--- src/iocss_consts.svh ---
// Constants of the IO controller start-up supervisor
`ifndef IOCSS_CONSTS_SVH
`define IOCSS_CONSTS_SVH
`define IOCSS_CLK_HZ 50000000
`define IOCSS_QTR_MS 250
`define IOCSS_QTR_CYC (`IOCSS_CLK_HZ / 1000 * `IOCSS_QTR_MS)
`define IOCSS_DIV_W 24
`define IOCSS_DEV_MAX 4'h8
`define IOCSS_IDX_W 4
`define IOCSS_ADDR_W 3
`define IOCSS_DATA_W 32
`define IOCSS_MEM_DEPTH 8
`endif

--- src/iocss_pkg.sv ---
// Types of the IO controller start-up supervisor
`include "iocss_consts.svh"
package iocss_pkg;
   typedef enum logic [2:0] {
      ST_UNCFG = 3'h0,
      ST_PARAM = 3'h1,
      ST_LOAD = 3'h3,
      ST_DISCOVERY = 3'h2,
      ST_RELATION = 3'h6,
      ST_RUN = 3'h7
   } iocss_state_e;
   typedef logic [`IOCSS_DATA_W-1:0] iocss_word_t;
   typedef logic [`IOCSS_IDX_W-1:0] iocss_idx_t;
   typedef logic [`IOCSS_ADDR_W-1:0] iocss_addr_t;
endpackage

--- src/iocss_blink.sv ---
// Indicator flash divider with 2 Hz, 1 Hz and 0.5 Hz square waves
`include "iocss_consts.svh"
module iocss_blink import iocss_pkg::*; #(
   parameter int unsigned QTR_CYC = `IOCSS_QTR_CYC
) (
   // Clock and reset
   input wire logic clk,
   input wire logic rst_n,
   // Flash phases
   output logic blink_2hz,
   output logic blink_1hz,
   output logic blink_05hz
);
   logic [`IOCSS_DIV_W-1:0] div_r;
   logic [2:0] phase_r;
   logic qtr_tick;

   // Quarter-second enable pulse
   assign qtr_tick = (div_r == `IOCSS_DIV_W'(QTR_CYC - 1)); // RULE17

   always_ff @(posedge clk or negedge rst_n) begin
      if (!rst_n) begin
         div_r <= '0;
         phase_r <= 3'h0;
      end else begin
         div_r <= qtr_tick ? '0 : div_r + 1'b1;
         phase_r <= qtr_tick ? phase_r + 3'h1 : phase_r;
      end
   end

   // Equal on and off halves
   assign blink_2hz = phase_r[0]; // RULE17
   assign blink_1hz = phase_r[1];
   assign blink_05hz = phase_r[2];
endmodule

--- src/iocss_mem.sv ---
// Device address table with registered read data
`include "iocss_consts.svh"
module iocss_mem import iocss_pkg::*; (
   // Clock and reset
   input wire logic clk,
   input wire logic rst_n,
   // Write side
   input wire logic we,
   input wire iocss_addr_t waddr,
   input wire iocss_word_t wdata,
   // Read side
   input wire iocss_addr_t raddr,
   output iocss_word_t rdata
);
   iocss_word_t mem [`IOCSS_MEM_DEPTH];

   always_ff @(posedge clk) begin
      if (we) begin
         mem[waddr] <= wdata;
      end
   end

   always_ff @(posedge clk or negedge rst_n) begin
      if (!rst_n) begin
         rdata <= '0;
      end else begin
         rdata <= mem[raddr];
      end
   end
endmodule

--- src/iocss_top.sv ---
// Start-up supervisor, indicators and cyclic data gating of the IO controller
// Functional notes
// (RULE1) Unconfigured after power-on: both network indicators stay dark.
// (RULE2) Unconfigured: no IO traffic originated, device-search requests still answered.
// (RULE3) Complete project reception triggers a fresh system start-up.
// (RULE4) Bus parameters without project: controller reachable at its IP address.
// (RULE5) Start-up assigns each configured device its IP via discovery protocol.
// (RULE6) Start-up sets up communication and application relation per device.
// (RULE7) New configuration is taken over automatically, without further request.
// (RULE8) Bus-fault indicator steady when a linked device has no bus cable.
// (RULE9) Bus-state indicator steady with valid configuration holding a device.
// (RULE10) Unsuitable interface parameters flash bus-state indicator at 1 Hz.
// (RULE11) Unusable own IP address flashes bus-state indicator at 0.5 Hz.
// (RULE12) Device not exchanging cyclic data after start-up blinks bus-fault indicator.
// (RULE13) All devices exchanging: bus-fault indicator off, system ready.
// (RULE14) STOP: telegrams still sent cyclically, marked invalid, data zero.
// (RULE15) STOP and RUN: input data copied cyclically into CPU input area.
// (RULE16) RUN: output data fetched from CPU and sent cyclically.
// (RULE17) Flash from clock divider, equal halves; steady fault beats flashing.
`include "iocss_consts.svh"
module iocss_top import iocss_pkg::*; #(
   parameter int unsigned QTR_CYC = `IOCSS_QTR_CYC
) (
   // Clock and reset
   input wire logic CORE_CLK,
   input wire logic RESETN,
   // Interface status
   input wire logic BUS_PARAM_OK,
   input wire logic IF_PARAM_OK,
   input wire logic OWN_IP_OK,
   input wire logic LINK_UP,
   // Configuration loader
   input wire logic CFG_BEGIN,
   input wire logic CFG_WR,
   input wire logic [`IOCSS_ADDR_W-1:0] CFG_IDX,
   input wire logic [`IOCSS_DATA_W-1:0] CFG_IP,
   input wire logic CFG_LINKED,
   input wire logic CFG_END,
   input wire logic [`IOCSS_IDX_W-1:0] CFG_COUNT,
   // CPU process image
   input wire logic CPU_RUN,
   input wire logic [`IOCSS_DATA_W-1:0] CPU_OUT_DATA,
   output logic CPU_OUT_RD,
   output logic CPU_IN_STB,
   output logic [`IOCSS_DATA_W-1:0] CPU_IN_DATA,
   // Network control
   input wire logic NET_SEARCH_REQ,
   output logic NET_SEARCH_RSP,
   output logic NET_IO_EN,
   output logic HOST_REACH,
   output logic NET_DISCOVERY_SET,
   input wire logic NET_DISCOVERY_ACK,
   output logic NET_REL_REQ,
   input wire logic NET_REL_ACK,
   output logic [`IOCSS_ADDR_W-1:0] NET_DEV_IDX,
   output logic [`IOCSS_DATA_W-1:0] NET_DEV_IP,
   input wire logic [`IOCSS_DEV_MAX-1:0] DEV_EXCH,
   // Cyclic data
   input wire logic CYCLE_TICK,
   output logic TX_STB,
   output logic TX_DATA_VALID,
   output logic [`IOCSS_DATA_W-1:0] TX_DATA,
   input wire logic RX_STB,
   input wire logic [`IOCSS_DATA_W-1:0] RX_DATA,
   // Indicators
   output logic BUS_FAULT_INDICATOR,
   output logic BUS_STATE_INDICATOR,
   output logic COMM_READY
);
   function automatic logic [`IOCSS_DEV_MAX-1:0] dev_mask(input iocss_idx_t n);
      logic [`IOCSS_DEV_MAX-1:0] m;
      m = '0;
      for (int i = 0; i < `IOCSS_DEV_MAX; i++) begin
         m[i] = (`IOCSS_IDX_W'(i) < n);
      end
      return m;
   endfunction

   iocss_state_e state_r, state_nxt;
   iocss_idx_t idx_r, idx_nxt, cnt_r, cnt_nxt;
   logic pend_r, pend_nxt, rd_wait_r, rd_wait_nxt;
   logic disc_set_nxt, rel_req_nxt;
   logic [`IOCSS_DEV_MAX-1:0] linked_r;
   iocss_word_t mem_rdata;
   logic b2hz, b1hz, b05hz;

   // Decoding
   logic seq_done, cfgd, io_active, mem_we, bf_steady, bf_blink, all_exch;
   logic bf_nxt, stat_nxt, run_tick;
   iocss_idx_t idx_inc, cnt_clamp;
   assign seq_done = (idx_r >= cnt_r);
   assign idx_inc = idx_r + 1'b1;
   assign cnt_clamp = (CFG_COUNT > `IOCSS_DEV_MAX) ? `IOCSS_DEV_MAX : CFG_COUNT;
   assign cfgd = (state_r == ST_DISCOVERY) || (state_r == ST_RELATION) || (state_r == ST_RUN);
   assign io_active = cfgd; // RULE2
   assign mem_we = CFG_WR && (state_r == ST_LOAD);
   assign run_tick = CYCLE_TICK && (state_r == ST_RUN);
   assign bf_steady = cfgd && |(linked_r & dev_mask(cnt_r)) && !LINK_UP; // RULE8
   assign bf_blink = (state_r == ST_RUN) && |(dev_mask(cnt_r) & ~DEV_EXCH); // RULE12
   assign all_exch = (state_r == ST_RUN) && !bf_blink; // RULE13
   assign bf_nxt = bf_steady ? 1'b1 : (bf_blink && b2hz); // RULE17
   assign stat_nxt = !cfgd ? 1'b0 : // RULE1
                   !OWN_IP_OK ? b05hz : // RULE11
                   !IF_PARAM_OK ? b1hz : // RULE10
                   (cnt_r != '0); // RULE9

   // Start-up sequencing
   always_comb begin
      state_nxt = state_r;
      idx_nxt = idx_r;
      cnt_nxt = cnt_r;
      pend_nxt = pend_r;
      rd_wait_nxt = 1'b0;
      disc_set_nxt = 1'b0;
      rel_req_nxt = 1'b0;
      unique case (state_r)
         ST_UNCFG: begin
            if (BUS_PARAM_OK) begin
               state_nxt = ST_PARAM;
            end
         end
         ST_PARAM: begin
            if (!BUS_PARAM_OK) begin
               state_nxt = ST_UNCFG;
            end
         end
         ST_LOAD: begin
            if (CFG_END) begin
               state_nxt = ST_DISCOVERY; // RULE3 RULE7
               idx_nxt = '0;
               pend_nxt = 1'b0;
               cnt_nxt = cnt_clamp;
            end
         end
         ST_DISCOVERY: begin
            if (seq_done) begin
               state_nxt = ST_RELATION;
               idx_nxt = '0;
            end else if (pend_r) begin
               if (NET_DISCOVERY_ACK) begin
                  pend_nxt = 1'b0;
                  idx_nxt = idx_inc; // RULE5
               end
            end else if (rd_wait_r) begin
               disc_set_nxt = 1'b1; // RULE5
               pend_nxt = 1'b1;
            end else begin
               rd_wait_nxt = 1'b1;
            end
         end
         ST_RELATION: begin
            if (seq_done) begin
               state_nxt = ST_RUN;
            end else if (pend_r) begin
               if (NET_REL_ACK) begin
                  pend_nxt = 1'b0;
                  idx_nxt = idx_inc; // RULE6
               end
            end else begin
               rel_req_nxt = 1'b1; // RULE6
               pend_nxt = 1'b1;
            end
         end
         ST_RUN: begin
            state_nxt = ST_RUN;
         end
         default: begin
            state_nxt = ST_UNCFG;
         end
      endcase
      if (CFG_BEGIN) begin
         state_nxt = ST_LOAD; // RULE7
         pend_nxt = 1'b0;
      end
   end

   always_ff @(posedge CORE_CLK or negedge RESETN) begin
      if (!RESETN) begin
         state_r <= ST_UNCFG;
         idx_r <= '0;
         cnt_r <= '0;
         pend_r <= 1'b0;
         rd_wait_r <= 1'b0;
      end else begin
         state_r <= state_nxt;
         idx_r <= idx_nxt;
         cnt_r <= cnt_nxt;
         pend_r <= pend_nxt;
         rd_wait_r <= rd_wait_nxt;
      end
   end

   // Linked flags of the loaded devices
   always_ff @(posedge CORE_CLK or negedge RESETN) begin
      if (!RESETN) begin
         linked_r <= '0;
      end else if (CFG_BEGIN) begin
         linked_r <= '0;
      end else if (mem_we) begin
         linked_r[CFG_IDX] <= CFG_LINKED;
      end
   end

   // Network requests and reachability
   always_ff @(posedge CORE_CLK or negedge RESETN) begin
      if (!RESETN) begin
         NET_SEARCH_RSP <= 1'b0;
         NET_IO_EN <= 1'b0;
         HOST_REACH <= 1'b0;
         NET_DISCOVERY_SET <= 1'b0;
         NET_REL_REQ <= 1'b0;
         NET_DEV_IDX <= '0;
         NET_DEV_IP <= '0;
      end else begin
         NET_SEARCH_RSP <= NET_SEARCH_REQ; // RULE2
         NET_IO_EN <= io_active; // RULE2
         HOST_REACH <= (state_r != ST_UNCFG); // RULE4
         NET_DISCOVERY_SET <= disc_set_nxt;
         NET_REL_REQ <= rel_req_nxt;
         NET_DEV_IDX <= (disc_set_nxt || rel_req_nxt) ? idx_r[`IOCSS_ADDR_W-1:0] : NET_DEV_IDX;
         NET_DEV_IP <= disc_set_nxt ? mem_rdata : NET_DEV_IP; // RULE5
      end
   end

   // Cyclic process data
   always_ff @(posedge CORE_CLK or negedge RESETN) begin
      if (!RESETN) begin
         CPU_OUT_RD <= 1'b0;
         TX_STB <= 1'b0;
         TX_DATA_VALID <= 1'b0;
         TX_DATA <= '0;
         CPU_IN_STB <= 1'b0;
         CPU_IN_DATA <= '0;
      end else begin
         CPU_OUT_RD <= run_tick && CPU_RUN; // RULE16
         TX_STB <= run_tick; // RULE14
         TX_DATA_VALID <= run_tick && CPU_RUN; // RULE14
         TX_DATA <= (run_tick && CPU_RUN) ? CPU_OUT_DATA : '0; // RULE14 RULE16
         CPU_IN_STB <= RX_STB && io_active; // RULE15
         CPU_IN_DATA <= (RX_STB && io_active) ? RX_DATA : CPU_IN_DATA; // RULE15
      end
   end

   // Indicators
   always_ff @(posedge CORE_CLK or negedge RESETN) begin
      if (!RESETN) begin
         BUS_FAULT_INDICATOR <= 1'b0;
         BUS_STATE_INDICATOR <= 1'b0;
         COMM_READY <= 1'b0;
      end else begin
         BUS_FAULT_INDICATOR <= bf_nxt;
         BUS_STATE_INDICATOR <= stat_nxt;
         COMM_READY <= all_exch; // RULE13
      end
   end

   iocss_mem u_mem (
      .clk(CORE_CLK),
      .rst_n(RESETN),
      .we(mem_we),
      .waddr(CFG_IDX),
      .wdata(CFG_IP),
      .raddr(idx_r[`IOCSS_ADDR_W-1:0]),
      .rdata(mem_rdata)
   );

   iocss_blink #(.QTR_CYC(QTR_CYC)) u_blink (
      .clk(CORE_CLK),
      .rst_n(RESETN),
      .blink_2hz(b2hz),
      .blink_1hz(b1hz),
      .blink_05hz(b05hz)
   );
endmodule

--- config.mk ---
export PLATFORM = sky130hd
export DESIGN_NAME = iocss_top
export DESIGN_NICKNAME = d
export VERILOG_FILES = /design/src/iocss_pkg.sv /design/src/iocss_blink.sv /design/src/iocss_mem.sv /design/src/iocss_top.sv
export VERILOG_INCLUDE_DIRS = /design/src
export SDC_FILE = /design/constraint.sdc
export NUM_CORES = 1
export LEC_CHECK = 0
export BUFFER_PORTS_ARGS = -buffer_cell sky130_fd_sc_hd__buf_2
export CAP_MARGIN = 10
export CELL_PAD_IN_SITES_DETAIL_PLACEMENT = 0
export CELL_PAD_IN_SITES_GLOBAL_PLACEMENT = 1
export CORE_ASPECT_RATIO = 1.25
export CORE_MARGIN = 4
export CORE_UTILIZATION = 40
export CTS_BUF_LIST = sky130_fd_sc_hd__clkbuf_2 sky130_fd_sc_hd__clkbuf_4 sky130_fd_sc_hd__clkbuf_8
export CTS_CLUSTER_DIAMETER = 80
export CTS_CLUSTER_SIZE = 8
export DETAILED_ROUTE_END_ITERATION = 10
export PLACE_DENSITY = 0.65
export SETUP_SLACK_MARGIN = 0.15
export SYNTH_ARGS = -nofsm -noshare
export SYNTH_HDL_FRONTEND = slang
export SYNTH_SLANG_ARGS = --single-unit
--- constraint.sdc ---
create_clock -name CORE_CLK -period 6.9 [get_ports CORE_CLK]
set_clock_uncertainty 0.15 [all_clocks]
set_input_delay 1.725 -clock CORE_CLK [delete_from_list [all_inputs] [get_ports CORE_CLK]]
set_output_delay 1.725 -clock CORE_CLK [all_outputs]
set_load 0.02 [all_outputs]
# ---- After elaboration in Yosys (flattened, before gate mapping)
# Memories as Yosys holds them, arrays and structs flattened. A register that Yosys moved wholly into a read port is not among the register bits.
# Cells that the tools add are included.
dict set report op_classes {
  n_mux 49
  eq_ne 19
  n_addsub 3
  n_lt_le_gt_ge 12
  n_bitwise 3
  reduce_logical 28
}
# cell count
set ops {}
lappend ops {{$mux 32} 1}
lappend ops {{$mux 4} 8}
lappend ops {{$ne 3x3->1 const B} 9}
lappend ops {{$mux 1} 26}
lappend ops {{$add 24x1->24 const B} 1}
lappend ops {{$eq 24x24->1 const B} 1}
lappend ops {{$mux 24} 1}
lappend ops {{$mux 3} 6}
lappend ops {{$pmux 3 s6} 1}
lappend ops {{$and 8x8->8} 2}
lappend ops {{$lt 3x4->1 const A} 4}
lappend ops {{$mux 8} 2}
lappend ops {{$reduce_or 8->1} 2}
lappend ops {{$pmux 4 s3} 1}
lappend ops {{$logic_and 1x1->1} 10}
lappend ops {{$bwmux 8} 1}
lappend ops {{$lt 1x4->1 const A} 2}
lappend ops {{$lt 2x4->1 const A} 2}
lappend ops {{$ne 2x2->1 const B} 4}
lappend ops {{$not 8->8} 1}
lappend ops {{$reduce_bool 4->1} 2}
lappend ops {{$reduce_and 7->1} 1}
lappend ops {{$eq 3x2->1 const B} 2}
lappend ops {{$eq 3x3->1 const B} 2}
lappend ops {{17 further kinds} 22}
dict set report word_totals {
  output_inout_bits 111
  n_memories 1
  reg_bits 158
  ramBits 256
}
# name depth word_bits read_ports rd_clocked_by_memory_dff write_ports line_no
set memory_table {}
lappend memory_table {u_mem.mem 8 32 1 1 1 iocss_mem.sv:15} ;# iocss_word_t mem [`IOCSS_MEM_DEPTH];

# ---- Depth between registers and ports, before layout
dict set report logic_depth {
  word_depth 7
  depth_mapped 10
}

# ---- Modules after synthesis
# A second synthesis with hierarchy kept.
dict set report unflattened {
  hier_cells 936
  area_unflattened_um2 17342.9
}
# mod area_per_inst_um2 cells_per_inst instances seq_area_each_um2
set modules_own_cells {}
lappend modules_own_cells {iocss_mem 10626.4 415 1 8488.1}
lappend modules_own_cells {iocss_top 5373.9 397 1 3278.1}
lappend modules_own_cells {iocss_blink 1342.5 124 1 675.6}

# ---- Least setup slack after synthesis
# OpenSTA, ideal clock, no wires.
dict set report synth_timing {
  path_type {input-to-reg}
  startpoint {input port CFG_IDX[0]}
  endpoint {register linked_r[0]}
  required_time_ps 6619
  path_slack_ps 1937
  path_stages 4
  arrival_time_ps 4682
  cell_sequence {nand4b_1 nor3_1 mux2i_1 nor2_1}
}
dict set report synth_via {
  elab_chain_cells 7
}
# item line_no
set synth_rtl {}
lappend synth_rtl {{start, declared} iocss_top.sv:35} ;# input wire logic [`IOCSS_ADDR_W-1:0] CFG_IDX,
lappend synth_rtl {{$lt 3x4->1 (not written as such) / $ge 3x1->1 (equally long branches)} iocss_top.sv:200} ;# linked_r[CFG_IDX] <= CFG_LINKED;
lappend synth_rtl {{$logic_and 1x1->1 (not written as such)} iocss_top.sv:200}
lappend synth_rtl {{$mux 1 (not written as such)} iocss_top.sv:200}
lappend synth_rtl {{$demux 1 s3 (*)} iocss_top.sv:200}
lappend synth_rtl {{$bwmux 8 (*)} iocss_top.sv:200}
lappend synth_rtl {{$mux 8 (*)} iocss_top.sv:199} ;# end else if (mem_we) begin
lappend synth_rtl {{$mux 8 (*)} iocss_top.sv:197} ;# end else if (CFG_BEGIN) begin
lappend synth_rtl {{end signal, assigned} iocss_top.sv:196} ;# linked_r <= '0;
lappend synth_rtl {{end signal, assigned} iocss_top.sv:198} ;# linked_r <= '0;
lappend synth_rtl {{end signal, assigned by index} iocss_top.sv:200}
lappend synth_rtl {{end, declared} iocss_top.sv:83} ;# logic [`IOCSS_DEV_MAX-1:0] linked_r;
# Every way passes the cells marked *; elsewhere a longest branch is shown, timed or not. The select of a mux whose other input is x is not followed.
# A chain may end at the register's enable or synchronous reset.

# ---- Worst setup path in the final report
dict set report layout_timing {
  startpoint {input port CFG_IDX[0]}
  endpoint {memory u_mem.mem[0][6] (netlist name), enable pin}
}
# item line_no
set layout_rtl {}
lappend layout_rtl {{end, declared} iocss_mem.sv:15}
# Straight into the memory's write port.

==> out/results.txt <==
Status: finished, final reports clean
Htree depth: 2
Layout Nets: 1329
Post-synth EDFFs: 256
Startpoint Class: input port
Drt first pass iters: 4
Syn_nets: 1056
Initial antenna violation count: 4
Core ar.: 41300 um^2
Ys async rst share: 42.6%
Clock Path Buffers: 3
Post-synthesis area per instance: 18.3 um^2
PortBufs: 237
Avg WL per Cell: 20.5 um
Die area: 45500 um^2
CTS Buf Count: 61
Die H: 238 um
Post-synthesis sequential area ratio: 73.8%
Worst hold path startpoint: u_blink.phase_r[2]$_DFFE_PN0N_
Reg clk slew, reported paths: 60 ps
Mapped cell area: 16900 um^2
PwrDens: 345 nW/um^2
Library cells used by synthesis: 53
Min Tclk post-route: 3420 ps
Top FF cell, synth: edfxtp_1
Crit-path max FO: 27
DP HPWL: 23300 um
FF-to-FF Start: idx_r[0]$_DFFE_PN0P_
RSZ-0062 raised after global routing: false
Ys Warns: 0
Mapped Cells: 922
Clk sink count: 446
Share of cells above drive strength 1: 44.0%
Core Util, Final: 48.2%
Slew HR: 27.1%
Clk_lat worst skew: 610 ps
Fill cells: 3621
Adder-Cell Fraction of Synth Area: 0.519%
Crit-path max cell delay: 640 ps
DRT iter0 DRCs: 496
Root Buffer Master: clkbuf_8
Min-Delay Endpoint: u_blink.phase_r[2]$_DFFE_PN0N_
Number of cell rows: 83
Post-synthesis mux area share: 15.8%
Worst min-delay path class: reg -> reg
# setup viols final: 0
Initial Util: 40.8%
Worst EP required: 7000 ps
Worst hold slack: 314 ps
CP Cell Sequence: buf_2 -> nand4b_1 -> nor3_2 -> buf_4
Main combinational cell family by area after synthesis: multiplexers
Post-CTS Resized: 0
Placed inst area: 18700 um^2
Final instance area: 19900 um^2
Detailed-route vias per instance: 5.02
Commonest non-fill, non-tap cell in the layout: edfxtp_1
DRC Markers: 0
Area grow syn2layout: 18.1%
Highest clock rate: 0.292 GHz
Commonest non-fill, non-tap cells in the layout: edfxtp_1, buf_2, dfrtp_1
Aggregate global-route resource usage: 16.1%
Synth Area in Compound Gates: 2.02%
R2r endpoint: idx_r[2]$_DFFE_PN0P_
Crit Path Class: in -> reg
GP Congestion: 0.747
Count of max-cap constraint violations: 0
Simple-gate area share of the yosys netlist: 5.31%
Hold depth: 1
First-pass GRT wire length: 56500 um
#FFs+latches synth: 446
Hold Vio Cnt, Final: 0
Sequential cell area: 12500 um^2
Post-Synth XOR/XNOR Area: 1.14%
Vias: 8988
I/O pins: 238
Gr ovfl total: 0
Largest net degree at the start of global routing: 73
Final ANT Viol Nets: 0
Routed WL: 36800 um
Critical path data arrival time: 3520 ps
R2R depth: 7
Cts hold-fix bufs: 0
Least-Margin Pin Slew: 1090 ps
Leakage: 0.00802 uW
Flop-to-flop setup slack: 3620 ps
Post-route clock period utilization: 49.6%
Crit. End Element: flop
Multi-input gate area: 4250 um^2
Setup TNS: 0 ps
Vias in the first global route: 9585
Crit-path slowest cell: nor3_2
CTS tree: built
Die span in x: 192 um
Peak VDD IR: 219 uV
Setup Fix Bufs, Post-CTS: 0
Slew Viols, Final: 0
-- report_power, final --
part           total (uW)  leakage [uW]  internal (uW)  switching (uW)
clock network        1950      0.000630           1040             916
logic                1530       0.00267            705             824
registers            3400       0.00472           3180             217
total                6880       0.00802           4920            1960
-- registers in the layout (all words and copies together), names as in the netlist, 3 cells and up --
signal           count
u_blink.div_r       24
linked_r             8
u_blink.phase_r      3
CPU_IN_DATA         32
idx_r                4
state_r              3
NET_DEV_IDX          3
u_mem.mem          256
u_mem.rdata         32
cnt_r                4
TX_DATA             32
NET_DEV_IP          32
-- cells in the mapped netlist (2+ instances only) --
cell | instances | area [um^2]
o21ai_0 | 17 | 85.1
nor4_1 | 2 | 12.5
nand3_1 | 17 | 85.1
dfrtp_1 | 190 | 4750
o22ai_1 | 2 | 12.5
nand4_1 | 8 | 50.1
or3_1 | 2 | 12.5
ha_1 | 7 | 87.6
o211ai_1 | 2 | 15.0
nand2b_1 | 10 | 62.6
nor2_1 | 39 | 146
nor2b_1 | 6 | 37.5
edfxtp_1 | 256 | 7690
mux2i_1 | 8 | 80.1
o211ai_2 | 2 | 25.0
or2_2 | 3 | 18.8
nor4_2 | 2 | 25.0
o2111ai_1 | 2 | 17.5
inv_1 | 15 | 56.3
a21oi_1 | 12 | 60.1
buf_2 | 15 | 75.1
mux4_2 | 64 | 1440
and3_1 | 38 | 238
buf_1 | 2 | 7.51
nor3_1 | 7 | 35.0
xnor2_1 | 8 | 70.1
xor2_1 | 14 | 123
nand2_1 | 25 | 93.8
clkbuf_1 | 22 | 82.6
mux2_2 | 102 | 1150
-- metrics by stage --
stage,setup slack (ps),total power (uW),std cells
detailed placement,2850,5020,1684
global placement,2900,5010,1684
global route,3280,7270,1788
finish,3480,6880,1789
CTS,3530,7010,1788
floorplan,1940,4450,922
-- critical path: cells and delay by family --
family	cells	cell delay [ps]
buf+inv	2	610
simple gates	2	1170
-- worst max path at each step --
stage,start,cells after the start,slack (ps),endpoint
floorplan,CFG_IDX[0],4,1940,linked_r[0]$_DFFE_PN0P_
global placement,CFG_IDX[0],4,2900,u_mem.mem[0][9]$_DFFE_PP_
detailed placement,CFG_IDX[0],4,2850,u_mem.mem[0][12]$_DFFE_PP_
CTS,CFG_IDX[0],4,3530,u_mem.mem[0][8]$_DFFE_PP_
global route,idx_r[0]$_DFFE_PN0P_,7,3280,idx_r[2]$_DFFE_PN0P_
finish,CFG_IDX[0],4,3480,u_mem.mem[0][6]$_DFFE_PP_
-- area by class of cell --
| type | instances | area share (%) |
|---|---|---|
| Multi-Input combinational cell | 420 | 21.3 |
| Sequential cell | 446 | 62.5 |
| Timing Repair Buffer | 251 | 6.53 |
| Clock inverter | 2 | 0.0754 |
| Inverter | 15 | 0.283 |
| Antenna cell | 1 | 0.0126 |
| Clock buffer | 102 | 5.79 |
| Tap cell | 552 | 3.47 |
-- kinds of logic (layout without fill, tap and decap cells) --
family / Yosys count / count (layout)
fa+ha+maj: 7 / 7
other cells: 0 / 1
compound gates: 50 / 50
buf+inv: 56 / 370
mux: 174 / 174
flops: 446 / 446
simple gates: 167 / 167
xor+xnor: 22 / 22
-- layer usage --
metal / vias to the layer above / GRT usage, % / routed length, um
met1: 4576 / 20.5 / 15200
met4: 2 / 4.25 / 767
met2: 284 / 28.0 / 18500
met3: 60 / 3.36 / 2290
met5: - / 0 / 20
li1: 4066 / - / -
Power figures use the tool's default switching activity.
